<file path="src/include/pd_regs_pkg.sv">
package pd_regs_pkg;
   // ****************************************
   // Register indices (byte address = 4 * index)
   // ****************************************
   localparam logic [7:0] IDX_STATUS = 8'h41;
   localparam logic [7:0] IDX_FLAGS = 8'h42;
   localparam logic [7:0] IDX_FIFO = 8'h43;
   localparam logic [7:0] IDX_IRQ_EN = 8'h50;
   localparam logic [7:0] IDX_IRQ_CLR = 8'h51;

   // ****************************************
   // Status field positions
   // ****************************************
   localparam int ST_OCP = 0;
   localparam int ST_OVERHEAT = 1;
   localparam int ST_TX_FULL = 2;
   localparam int ST_TX_EMPTY = 3;
   localparam int ST_RX_FULL = 4;
   localparam int ST_RX_EMPTY = 5;

   // ****************************************
   // Interrupt flag positions
   // ****************************************
   localparam int IRQ_CC_LEVEL = 0;
   localparam int IRQ_COLLISION = 1;
   localparam int IRQ_WAKE = 2;
   localparam int IRQ_ALERT = 3;
   localparam int IRQ_COMP = 5;
   localparam int IRQ_ACTIVITY = 6;
   localparam int IRQ_VBUS = 7;

   // ****************************************
   // Asynchronous input positions in the synchroniser
   // ****************************************
   localparam int AS_VBUS = 0;
   localparam int AS_ACTIVITY = 1;
   localparam int AS_COMP = 2;
   localparam int AS_WAKE = 3;
   localparam int AS_OVERHEAT = 4;
   localparam int AS_OCP = 5;
   localparam int AS_LEVEL0 = 6;
   localparam int AS_LEVEL1 = 7;
   localparam int AS_W = 8;

   // ****************************************
   // Reset values and flag mask
   // ****************************************
   localparam logic [7:0] FLAGS_RESET = 8'h00;
   localparam logic [7:0] FIFO_RESET = 8'h00;
   localparam logic [7:0] FLAG_MASK = 8'hEF;
   localparam logic [7:0] IRQ_EN_RESET = 8'hEF;
endpackage

</file>
<file path="src/rtl/pd_status_interrupt_fifo_regs.sv">
// Implementation choice: the APB register port.
`timescale 1ns/1ps
// Overview of operation
// - Status bit 2 reads 1 while the transmit FIFO is full.
// - Status bit 1 reads 1 while the device is judged overheated.
// - Status bit 0 reads 1 while a VCONN over-current or short is flagged.
// - Flag bit 7 sets on every VBUS threshold crossing, either direction.
// - Flag bit 6 sets when activity appears on the CC line.
// - Flag bit 5 sets when the comparator result changes.
// - Flag bit 3 sets on a transmit or receive FIFO full error.
// - Flag bit 2 sets when CC voltage shows a partner attaching.
// - Flag bit 1 sets when reception and transmission collide.
// - Flag bit 0 sets when the CC level category changes.
// - FIFO port write pushes transmit byte unless the transmit FIFO is full; read pops receive byte unless the receive FIFO is empty.
module pd_status_interrupt_fifo_regs #(
   parameter int ADDR_W = 10
) (
   // Clock and reset
   input wire logic clk,
   input wire logic nrst,
   // APB slave
   input wire logic psel,
   input wire logic penable,
   input wire logic pwrite,
   input wire logic [ADDR_W-1:0] paddr,
   input wire logic [31:0] pwdata,
   output logic pready,
   output logic [31:0] prdata,
   output logic pslverr,
   // Asynchronous analog detector levels
   input wire logic vbus_ok,
   input wire logic cc_activity,
   input wire logic comp_high,
   input wire logic wake_detect,
   input wire logic overheat_flag,
   input wire logic vconn_overcurrent_flag,
   input wire logic [1:0] cc_level,
   // Protocol events on this clock
   input wire logic collision,
   input wire logic rx_overflow,
   // Transmit FIFO
   output logic tx_push,
   output logic [7:0] tx_data,
   input wire logic tx_full,
   input wire logic tx_empty,
   // Receive FIFO
   output logic rx_pop,
   input wire logic [7:0] rx_data,
   input wire logic rx_full,
   input wire logic rx_empty,
   // Interrupt
   output logic irq
);
   // ****************************************
   // Elaboration checks
   // ****************************************
   if (ADDR_W < 10 || ADDR_W > 32) begin : g_bad_addr
      $error("ADDR_W must be 10 to 32");
   end

   // ****************************************
   // Declarations
   // ****************************************
   logic [pd_regs_pkg::AS_W-1:0] s1, s2, s3, filt, prev;
   logic [7:0] flags, irq_en, ev, clr, next_flags;
   logic access, done;
   logic rd_data_ok;
   logic [7:0] rd_byte;

   function automatic logic hit(input logic [ADDR_W-1:0] a,
                                input logic [7:0] idx);
      hit = (a[1:0] == 2'b00) && (a[ADDR_W-1:2] == (ADDR_W-2)'(idx));
   endfunction

   // ****************************************
   // Input synchroniser
   // ****************************************
   // A bit is accepted only when stages two and three agree
   always_ff @(posedge clk or negedge nrst) begin
      if (!nrst) begin
         s1 <= '0;
         s2 <= '0;
         s3 <= '0;
         filt <= '0;
         prev <= '0;
      end else begin
         s1 <= {cc_level, vconn_overcurrent_flag, overheat_flag,
                wake_detect, comp_high, cc_activity, vbus_ok};
         s2 <= s1;
         s3 <= s2;
         filt <= (s2 & ~(s2 ^ s3)) | (filt & (s2 ^ s3));
         prev <= filt;
      end
   end

   // ****************************************
   // APB handshake
   // ****************************************
   assign access = psel && penable && !pready;
   assign done = psel && penable && pready;

   always_comb begin
      rd_byte = 8'h00;
      rd_data_ok = 1'b1;
      if (hit(paddr, pd_regs_pkg::IDX_STATUS)) begin
         rd_byte[pd_regs_pkg::ST_OCP] = filt[pd_regs_pkg::AS_OCP];
         rd_byte[pd_regs_pkg::ST_OVERHEAT] =
            filt[pd_regs_pkg::AS_OVERHEAT];
         rd_byte[pd_regs_pkg::ST_TX_FULL] = tx_full;
         rd_byte[pd_regs_pkg::ST_TX_EMPTY] = tx_empty;
         rd_byte[pd_regs_pkg::ST_RX_FULL] = rx_full;
         rd_byte[pd_regs_pkg::ST_RX_EMPTY] = rx_empty;
      end else if (hit(paddr, pd_regs_pkg::IDX_FLAGS)) begin
         rd_byte = flags;
      end else if (hit(paddr, pd_regs_pkg::IDX_FIFO)) begin
         // An empty receive FIFO reads as its reset value
         rd_byte = rx_empty ? pd_regs_pkg::FIFO_RESET : rx_data;
      end else if (hit(paddr, pd_regs_pkg::IDX_IRQ_EN)) begin
         rd_byte = irq_en;
      end else if (!hit(paddr, pd_regs_pkg::IDX_IRQ_CLR)) begin
         rd_data_ok = 1'b0;
      end
   end

   // Answer in the second access cycle; data is captured a cycle early
   // so a read-clear or pop can act on exactly what was returned.
   always_ff @(posedge clk or negedge nrst) begin
      if (!nrst) begin
         pready <= 1'b0;
         prdata <= '0;
         pslverr <= 1'b0;
      end else begin
         pready <= access;
         if (access) begin
            prdata <= pwrite ? 32'h0000_0000 : {24'h00_0000, rd_byte};
            pslverr <= !rd_data_ok;
         end
      end
   end

   // ****************************************
   // Interrupt events
   // ****************************************
   always_comb begin
      ev = 8'h00;
      ev[pd_regs_pkg::IRQ_VBUS] = filt[pd_regs_pkg::AS_VBUS] ^
                                  prev[pd_regs_pkg::AS_VBUS];
      ev[pd_regs_pkg::IRQ_ACTIVITY] = filt[pd_regs_pkg::AS_ACTIVITY] &
                                      ~prev[pd_regs_pkg::AS_ACTIVITY];
      ev[pd_regs_pkg::IRQ_COMP] = filt[pd_regs_pkg::AS_COMP] ^
                                  prev[pd_regs_pkg::AS_COMP];
      ev[pd_regs_pkg::IRQ_ALERT] = rx_overflow ||
         (done && pwrite && hit(paddr, pd_regs_pkg::IDX_FIFO)
          && tx_full);
      ev[pd_regs_pkg::IRQ_WAKE] = filt[pd_regs_pkg::AS_WAKE] &
                                  ~prev[pd_regs_pkg::AS_WAKE];
      ev[pd_regs_pkg::IRQ_COLLISION] = collision;
      ev[pd_regs_pkg::IRQ_CC_LEVEL] =
         (filt[pd_regs_pkg::AS_LEVEL0] ^ prev[pd_regs_pkg::AS_LEVEL0]) |
         (filt[pd_regs_pkg::AS_LEVEL1] ^ prev[pd_regs_pkg::AS_LEVEL1]);
   end

   always_comb begin
      clr = 8'h00;
      if (done && !pwrite && hit(paddr, pd_regs_pkg::IDX_FLAGS)) begin
         clr = prdata[7:0];
      end else if (done && pwrite &&
                   hit(paddr, pd_regs_pkg::IDX_IRQ_CLR)) begin
         clr = pwdata[7:0];
      end
   end

   // A new event in the clearing cycle survives: set beats clear
   assign next_flags = ((flags & ~clr) | ev) & pd_regs_pkg::FLAG_MASK;

   always_ff @(posedge clk or negedge nrst) begin
      if (!nrst) begin
         flags <= pd_regs_pkg::FLAGS_RESET;
      end else begin
         flags <= next_flags;
      end
   end

   always_ff @(posedge clk or negedge nrst) begin
      if (!nrst) begin
         irq_en <= pd_regs_pkg::IRQ_EN_RESET;
      end else if (done && pwrite &&
                   hit(paddr, pd_regs_pkg::IDX_IRQ_EN)) begin
         irq_en <= pwdata[7:0] & pd_regs_pkg::FLAG_MASK;
      end
   end

   always_ff @(posedge clk or negedge nrst) begin
      if (!nrst) begin
         irq <= 1'b0;
      end else begin
         irq <= |(flags & irq_en);
      end
   end

   // ****************************************
   // FIFO port
   // ****************************************
   // A write while full is not pushed and raises the alert flag; tx_data still takes the byte
   always_ff @(posedge clk or negedge nrst) begin
      if (!nrst) begin
         tx_push <= 1'b0;
         tx_data <= pd_regs_pkg::FIFO_RESET;
         rx_pop <= 1'b0;
      end else begin
         tx_push <= done && pwrite && !tx_full &&
                    hit(paddr, pd_regs_pkg::IDX_FIFO);
         rx_pop <= done && !pwrite && !rx_empty &&
                   hit(paddr, pd_regs_pkg::IDX_FIFO);
         if (done && pwrite && hit(paddr, pd_regs_pkg::IDX_FIFO)) begin
            tx_data <= pwdata[7:0];
         end
      end
   end
endmodule

</file>
<file path="config.mk">
export PLATFORM = sky130hd
export DESIGN_NAME = pd_status_interrupt_fifo_regs
export DESIGN_NICKNAME = d
export VERILOG_FILES = /design/src/include/pd_regs_pkg.sv /design/src/rtl/pd_status_interrupt_fifo_regs.sv
export SDC_FILE = /design/constraint.sdc
export NUM_CORES = 1
export LEC_CHECK = 0
export ABC_AREA = 1
export BUFFER_PORTS_ARGS = -buffer_cell sky130_fd_sc_hd__buf_4
export CORE_UTILIZATION = 45
export DETAILED_ROUTE_END_ITERATION = 12
export PLACE_DENSITY = 0.71
export SLEW_MARGIN = 0
export SYNTH_ARGS = -nofsm -noshare
export SYNTH_HDL_FRONTEND = slang
export SYNTH_SLANG_ARGS = --single-unit
</file>
<file path="constraint.sdc">
create_clock -name clk -period 3.7 [get_ports clk]
set_input_delay 0.37 -clock clk [delete_from_list [all_inputs] [get_ports clk]]
set_output_delay 0.37 -clock clk [all_outputs]
set_load 0.01 [all_outputs]
</file>
Word level (Yosys, flattened, before mapping)
Index checks and enable logic that the tools add are counted.
{"block": "word_totals", "reg_bits": 99, "in_bits": 69, "out_inout_bits": 45, "elab_cells": 78}
{"block": "op_classes", "n_eq_ne": 5, "muxes": 14, "bitwise": 18, "reduce_logical": 27}
{"op": "two-way mux 8 bit", "n": 7}
{"op": "equality test 8 x 7 -> 1 bit (second input constant)", "n": 5}
{"op": "bitwise AND 8 bit", "n": 4}
{"op": "logical AND 1 bit", "n": 19}
{"op": "NOT 8 bit", "n": 2}
{"op": "OR 8 bit", "n": 2}
{"op": "OR reduction 8 bit", "n": 1}
{"op": "XOR 8 bit", "n": 1}
{"op": "two-way mux 6 bit", "n": 1}
{"op": "logical NOT 1 bit", "n": 5}
{"op": "two-way mux 1 bit", "n": 5}
{"op": "XOR 1 bit", "n": 4}
{"op": "bitwise AND 1 bit", "n": 2}
{"op": "logical NOT 2 bit", "n": 1}
{"op": "two-way mux 2 bit", "n": 1}
{"op": "NOT 1 bit", "n": 2}
{"op": "logical OR 1 bit", "n": 1}
{"op": "OR 1 bit", "n": 1}

Logic depth before layout (Yosys ltp)
Gate-level depths: netlist (run 1).
{"block": "depth", "word_depth": 9, "depth_mapped": 9, "mapped_depth_nobuf": 9}

Least setup slack after synthesis (run 1)
No wires, ideal clock.
{"block": "synth_path", "kind": "input to register", "startpoint": "in paddr[5]", "endpoint": "reg irq_en[3]", "arrival_time_ns": 1.336, "slack_ns": 2.288, "cell_stages": 8, "n_path_buf": 1, "path_cell_list": "nor2_2 > nand2_2 > nor2_4 > nand2_2 > or2_4 > buf_6 > nand2_1 > o21ai_2"}
{"block": "synth_between", "elab_chain_cells": 3}
{"item": "start: declaration", "line": "pd_status_interrupt_fifo_regs.sv:25", "text": "input wire logic [ADDR_W-1:0] paddr,"}
{"item": "equality test 8 x 7 -> 1 bit", "line": "pd_status_interrupt_fifo_regs.sv:72", "text": "hit = (a[1:0] == 2'b00) && (a[ADDR_W-1:2] == (ADDR_W-2)'(idx));"}
{"item": "logical AND 1 bit", "line": "pd_status_interrupt_fifo_regs.sv:72"}
{"item": "logical AND 1 bit", "line": "pd_status_interrupt_fifo_regs.sv:187", "text": "end else if (done && pwrite &&"}
{"item": "end signal: assignment", "line": "pd_status_interrupt_fifo_regs.sv:186", "text": "irq_en <= pd_regs_pkg::IRQ_EN_RESET;"}
{"item": "end signal: assignment", "line": "pd_status_interrupt_fifo_regs.sv:189", "text": "irq_en <= pwdata[7:0] & pd_regs_pkg::FLAG_MASK;"}
{"item": "end: declaration", "line": "pd_status_interrupt_fifo_regs.sv:65", "text": "logic [7:0] flags, irq_en, ev, clr, next_flags;"}
No other way between the ends.
A chain may end at the register's enable or synchronous reset.

Worst setup path in the final report (run 1)
{"block": "layout_path", "startpoint": "reg pready", "endpoint": "reg prdata[6]"}
{"block": "layout_between", "elab_chain_cells": 2}
{"item": "start: declaration", "line": "pd_status_interrupt_fifo_regs.sv:27", "text": "output logic pready,"}
{"item": "start signal: assignment", "line": "pd_status_interrupt_fifo_regs.sv:133", "text": "pready <= access;"}
{"item": "logical NOT 1 bit", "line": "pd_status_interrupt_fifo_regs.sv:99", "text": "assign access = psel && penable && !pready;"}
{"item": "logical AND 1 bit", "line": "pd_status_interrupt_fifo_regs.sv:99"}
{"item": "end signal: assignment", "line": "pd_status_interrupt_fifo_regs.sv:135", "text": "prdata <= pwrite ? 32'h0000_0000 : {24'h00_0000, rd_byte};"}
{"item": "end: declaration", "line": "pd_status_interrupt_fifo_regs.sv:28", "text": "output logic [31:0] prdata,"}
No other way between the ends.

==> impl_results.md, run 1 <==
- Status: finished, final reports clean
- Final Skew: 0.00707 ns
- Setup crit start: pready$_DFF_PN0_
- Synth Instances: 322
- Core Rows: 30
- Detailed placement HPWL: 4690 µm
- NetSw: 398 µW
- N_diodes: 0
- Pwr dens: 412 nW/µm²
- # clock sinks: 73
- Clk pwr share: 0.396
- Initial antenna violation count: 0
- Post CTS Setup Buffer Count: 0
- Synth area leaders: dfrtp_1 (52%), nand2_1 (11%), dfstp_2 (5.8%)
- Combinational power share: 0.074
- IO Count: 114
- First-pass GRT wire length: 11100 µm
- Fillers: between 600 and 700
- CTS tree: done
- Post-synthesis sequential element count: 73
- Worst rel slew slack: 0.400
- Clk root buf: clkbuf_8
- Most frequent cells in the layout: nand2_1 (91), dfrtp_1 (66), buf_4 (66), conb_1 (24), nand3_1 (21)
- Vias per inst: 4.81
- Area Overhead vs Synth: 21.6%
- DRC: 0
- Maxcap violations: 0
- Setup TNS: 0 ns
- Syn. warnings: 0
- Internal power: 1.20 mW
- Synthesized cell area: 3190 µm²
- Initial drt markers: 166
- Endpoint type of the worst setup path: register
- Sequential share of power: 0.530
- WP data required: approximately 4 ns
- Final Instance Count excl. Fillers: 493
- WP data arrival: 2.25 ns
- DRT Wirelength: 6680 µm
- Crit share post-route: 0.531
- Crit path to: prdata[6]$_DFFE_PN0P_
- Min-Delay Path Class: in2reg
- Layout cell share with drive strength beyond 1: 0.285
- Cell taking the most area after synthesis: dfrtp_1
- Top_reg_cell synth: dfrtp_1
- Reg-to-reg setup timing slack: between 1.5 and 2 ns
- Worst slew pin tran: 0.900 ns
- Largest net degree at the start of global routing: 74
- Commonest non-fill, non-tap cell in the layout: nand2_1
- Post-detailed-route count of antenna-violating nets: 0
- Clock Path Buffers: 2
- Clk_lat worst skew: 0.34 ns
- Placeable core area: 6830 µm²
- Final nets: 461
- EDFF count, synth: 0
- Cts-stage hold buffer count: 0
- Htree depth: 3
- Vias in the first global route: about 2300
- Vias: 2370
- Pre-antenna DRT Iters: 4
- Worst Path Max Fanout: 11
- Worst Setup Path Type: reg2reg
- Final setup violation count: 0
- CTS buffer count: 9
- Post-CTS sizing: 0
- Fin crit period: 1.97 ns
- Routed WL per cell: between 10 and 15 µm
- Hold Vio Cnt, Final: 0
- Seq/Total Area, Yosys: 0.576
- Starting Density: 0.467
- Fmax achieved: around 0.51 GHz
- GRT Overall Usage: 0.196
- Worst VDD drop: 0.207 mV
- Critical Path Source Type: register
- FF-to-FF path depth: 6
- Post-synth top area share: 0.518
- R2R Path End: prdata[6]$_DFFE_PN0P_
- Syn avg cell area: 9.90 µm²
- Lkg Pwr: 1.95 nW
- Die Span X: 86.2 µm
- Slew Viols, Final: 0
- Switching Share: 0.249
- Post-synth ARST share: 1.00
- DIE HEIGHT: between 80 and 90 µm
- Grt total ovfl: 0
- FF-to-FF Start: pready$_DFF_PN0_
- GP Congestion: around 0.83
- Unrepaired setup endpoints after global routing: no
- Die area: 7430 µm²
- Placed cells: 477
- Clk slew on worst S/H paths: 0.08 ns
- Input/output buffers: 65
- Yosys cell types: 29
## stage by stage
stage,worst slack [ns],power [mW],hold slack [ns],instance area (µm²),util
final,1.73,1.60,0.129,3880,0.568
after global placement,1.69,0.977,0.332,3680,0.538
after CTS,1.71,1.61,0.112,3880,0.568
after floorplan,2.29,0.927,0.0744,3280,-
after detailed placement,1.69,0.981,0.335,3680,0.538
after global routing,1.58,1.66,0.103,3880,0.568
## power groups by stage
stage	Combinational (mW)	Clock, mW	Sequential (mW)
6_report	0.118	0.632	0.845
5_1_grt	0.132	0.681	0.849
4_1_cts	0.120	0.644	0.846
3_5_place_dp	0.119	0	0.861
3_3_place_gp	0.117	0	0.859
2_1_floorplan	0.0687	0	0.858
## cells by family after synthesis
group                      share of synthesized area
and+or+nand+nor                                0.241
buffers and inverters                         0.0906
AOI/OAI and AO/OA                             0.0557
adders and majority gates                     0.0251
xor gates and xnor gates                      0.0110
DFF                                            0.576
other                                        0.00118
## critical path, cell delays in order, from the launching register on
cell,delay (ns)
dfrtp_1,0.42
nand3b_1,0.47
nor2_1,0.58
nand2_1,0.17
nor2_1,0.12
o21ai_0,0.09
nand2_1,0.06
## cells in the mapped netlist (2+ instances only)
| cell type | n |
|---|---|
| nor2_1 | 9 |
| buf_4 | 24 |
| xor2_1 | 2 |
| nand3_1 | 21 |
| inv_1 | 19 |
| nor3_1 | 3 |
| nand4_1 | 13 |
| nand2_2 | 6 |
| o21ai_2 | 7 |
| maj3_1 | 8 |
| o21ai_0 | 12 |
| nor2_2 | 2 |
| nand3b_1 | 5 |
| nand2_1 | 91 |
| buf_2 | 3 |
| nor2_4 | 7 |
| dfrtp_1 | 66 |
| clkbuf_1 | 2 |
| o21bai_1 | 5 |
| dfstp_2 | 7 |
| xnor2_1 | 2 |
## worst min-delay path by stage
stage                      endpoint            start  depth (start not counted)
floorplan                 async pin             nrst                          0
global placement    s2[7]$_DFF_PN0_  s1[7]$_DFF_PN0_                          0
detailed placement  s2[1]$_DFF_PN0_  s1[1]$_DFF_PN0_                          0
CTS                 s1[2]$_DFF_PN0_        comp_high                          1
global route        s1[2]$_DFF_PN0_        comp_high                          1
finish              s1[2]$_DFF_PN0_        comp_high                          1
## final cells by class
class,instances,area (µm²),area share
Tap cell,96,120,0.0310
Timing Repair Buffer,66,495,0.128
Multi-Input combinational cell,222,1150,0.297
Sequential cell,73,1840,0.473
Clock inverter,7,76.3,0.0197
Clock buffer,9,124,0.0319
Inverter,20,75.1,0.0194
## layer usage
| metal | track usage | share of wire | up-vias |
|---|---|---|---|
| met1 | 0.266 | 0.46 | 1128 |
| li1 | - | - | 1139 |
| met4 | 0.0909 | 0.015 | 0 |
| met2 | 0.300 | 0.47 | 91 |
| met5 | 0 | 0 | - |
| met3 | 0.0457 | 0.058 | 12 |
No activity file was read; power rests on OpenSTA's default activity.
==> inputs of run 2 (changes only) <==
- ABC_AREA: 1 -> 0
- CORE_UTILIZATION: 45 -> 44
- PLACE_DENSITY: 0.71 -> 0.74
- clock period: 3.7 -> 1.6 ns (I/O delays scaled with it)
==> run 2 against run 1 <==
Setup slack worse by 1.7 ns. Highest routed layer unchanged. The flow now finishes with violations (design-rule violations). Count of clock-buffer cells in the layout is 3 higher. Register-to-register slack got worse by 1.7 ns. Cell count down 14%. Synthesized cell count is 25% lower. Critical endpoint is now tx_data[2]$_DFFE_PN0P_.
==> impl_results.md, run 2 <==
- GRT Overall Usage: 0.204
- Placeable core area: 6490 µm²
- Synth area leaders: dfrtp_1 (55%), dfstp_2 (6.1%), buf_4 (6.0%)
- Htree depth: 3
- Endpoint type of the worst setup path: register
- Worst VDD drop: 0.660 mV
- Post-synthesis sequential element count: 73
- CTS buffer count: 9
- CP max stage delay: 0.35 ns
- Final setup violation count: 0
- Core Util, Final: 0.624
- CP max stage cell: dfrtp_1
- CP dominant cell by count: buf_4
- DIE HEIGHT: roughly 85 µm
- Core Rows: 29
- DP Area: 3660 µm²
- Syn avg cell area: 12.4 µm²
- DRC: 5
- Clk root buf: clkbuf_8
- Setup TNS: 0 ns
- WP data required: ~1.8 ns
- Vias: 2235
- Initial antenna violation count: 0
- Seq/Total Area, Yosys: 0.609
- First-pass GRT wire length: between 10000 and 15000 µm
- Fin crit period: 1.57 ns
- Area Overhead vs Synth: 34.4%
- CP bufs+invs: 3
- Vias per inst: approximately 5.3
- Fin area: 4050 µm²
- Detailed placement HPWL: around 4700 µm
- Routed WL per cell: 15.9 µm
- CTS tree: done
- Slew Viols, Final: 0
- Total power: roughly 3.8 mW
- Clk_lat worst skew: around 0.35 ns
- N_diodes: 0
- Maxcap violations: 0
- DRT Wirelength: ~6800 µm
- Grt total ovfl: 0
- Final nets: slightly above 400
- Die Span X: 84.8 µm
- Top Family by Delay on Critical Path: buffers and inverters
- Min-Delay Path Class: in2reg
- Initial drt markers: around 160
- Input/output buffers: between 60 and 70
- Syn. warnings: 0
- Critical Path Source Type: register
- Pre-antenna DRT Iters: 9
- Worst Setup Path Type: reg2reg
- Vias in the first global route: around 2200
- Lkg Pwr: 1.88 nW
- Violated checks: design-rule violations
- IO Count: 114
- Worst Path Max Fanout: 9
- Post-detailed-route count of antenna-violating nets: 0
- Status: finished with violations
- WP data arrival: approximately 1.8 ns
- Cell taking the most area after synthesis: dfrtp_1
- Top_reg_cell synth: dfrtp_1
- Synth Instances: between 200 and 250
- Largest net degree at the start of global routing: 41
- Layout cell share with drive strength beyond 1: 0.402
- Die area: between 7000 and 8000 µm²
- Hold Vio Cnt, Final: 0
- Clk slew on worst S/H paths: 0.08 ns
- Post-synth top area share: 0.548
- Commonest non-fill, non-tap cell in the layout: buf_4
- Yosys cell types: 43
- Pwr dens: 926 nW/µm²
- GP Congestion: around 0.87
- Unrepaired setup endpoints after global routing: yes
- Synth top cells by count: dfrtp_1 (66), buf_4 (24), nand2_1 (20)
- Starting Density: 0.464
- Clock Path Buffers: 2
- Post-synth ARST share: 1.00
- Sequence of cells on the critical path: nand4_1, buf_4, buf_4, nor3_4, buf_12, mux2_4
- EDFF count, synth: 0
- Synthesized cell area: ~3000 µm²
- Final Skew: 0.0102 ns
- # clock sinks: 73
- Crit share post-route: 0.979
- Most frequent cells in the layout: buf_4 (86), dfrtp_1 (66), conb_1 (24), nand2_1 (18), a21oi_1 (13)
- Fmax achieved: 0.638 GHz
- Count leader, synth: dfrtp_1
## run 2: cell type report
type / instances / area (µm²)
clock inverters: 4 / 51.3
clock buffers: 12 / 155
well taps: 77 / 96.3
multi-input cells: 153 / 1080
fillers: 524 / 2440
inverters: 6 / 22.5
flip-flops and latches: 73 / 1840
repair buffers: 100 / 807
## run 2: per-stage QoR
step / cells / setup WS (ns) / hold WS (ns)
after floorplan: 266 / -0.268 / -0.136
after global placement: 395 / -0.304 / 0.135
after detailed placement: 395 / -0.338 / 0.143
after CTS: 426 / 0.00197 / 0.00161
after global routing: 425 / -0.0465 / 0.0197
final: 425 / 0.0332 / 0.0171
## run 2: cells by family after synthesis
| group | share of synthesized area |
|---|---|
| other cells | 0.00124 |
| buf+inv | 0.0834 |
| compound gates | 0.102 |
| simple gates | 0.110 |
| xor+xnor | 0.0116 |
| fa+ha+maj | 0.0266 |
| flops | 0.609 |
| mux | 0.0560 |
## run 2: worst register-to-register path: stages, from the launching register on
cell,delay [ns]
dfrtp_1,0.35
nand4_1,0.13
buf_4,0.18
buf_4,0.14
nor3_4,0.19
buf_12,0.17
mux2_4,0.31
## run 2: per-layer routing
metal	wire (µm)	GRT usage	vias up	share of wire
met1	2880	0.267	1100	0.42
met2	3190	0.305	99	0.47
met5	0	0	-	0
met3	513	0.0551	18	0.076
met4	191	0.126	0	0.028
li1	-	-	1018	-
## run 2: report_power, final
part	switching [mW]	total, mW	internal, mW
sequential	0.0369	1.95	1.92
combinational	0.163	0.321	0.157
clock	0.671	1.48	0.806
total	0.871	3.75	2.88
## run 2: what timing repair did
action | in CTS | in global routing
setup buffers | 4 | 0
hold buffers | 11 | 0
hold endpoints to repair | 38 | 0
resized for setup | 2 | 12
setup endpoints to repair | 2 | 15
pin swaps | 3 | 4
cloned | 0 | 0
## run 2: worst paths after layout
| path | from | end | slack [ns] | cells after the start |
|---|---|---|---|---|
| max in group asynchronous | nrst | irq_en[0]$_DFFE_PN1P_ | 0.69 | 3 |
| worst max register to register | pready$_DFF_PN0_ | tx_data[2]$_DFFE_PN0P_ | 0.03 | 6 |
| worst min-delay path | rx_overflow | flags[3]$_DFF_PN0_ | 0.02 | 2 |
| worst min register to register | s1[4]$_DFF_PN0_ | s2[4]$_DFF_PN0_ | 0.35 | 0 |
| min in group asynchronous | nrst | s1[1]$_DFF_PN0_ | 0.29 | 2 |
| worst max-delay path | pready$_DFF_PN0_ | tx_data[2]$_DFFE_PN0P_ | 0.03 | 6 |
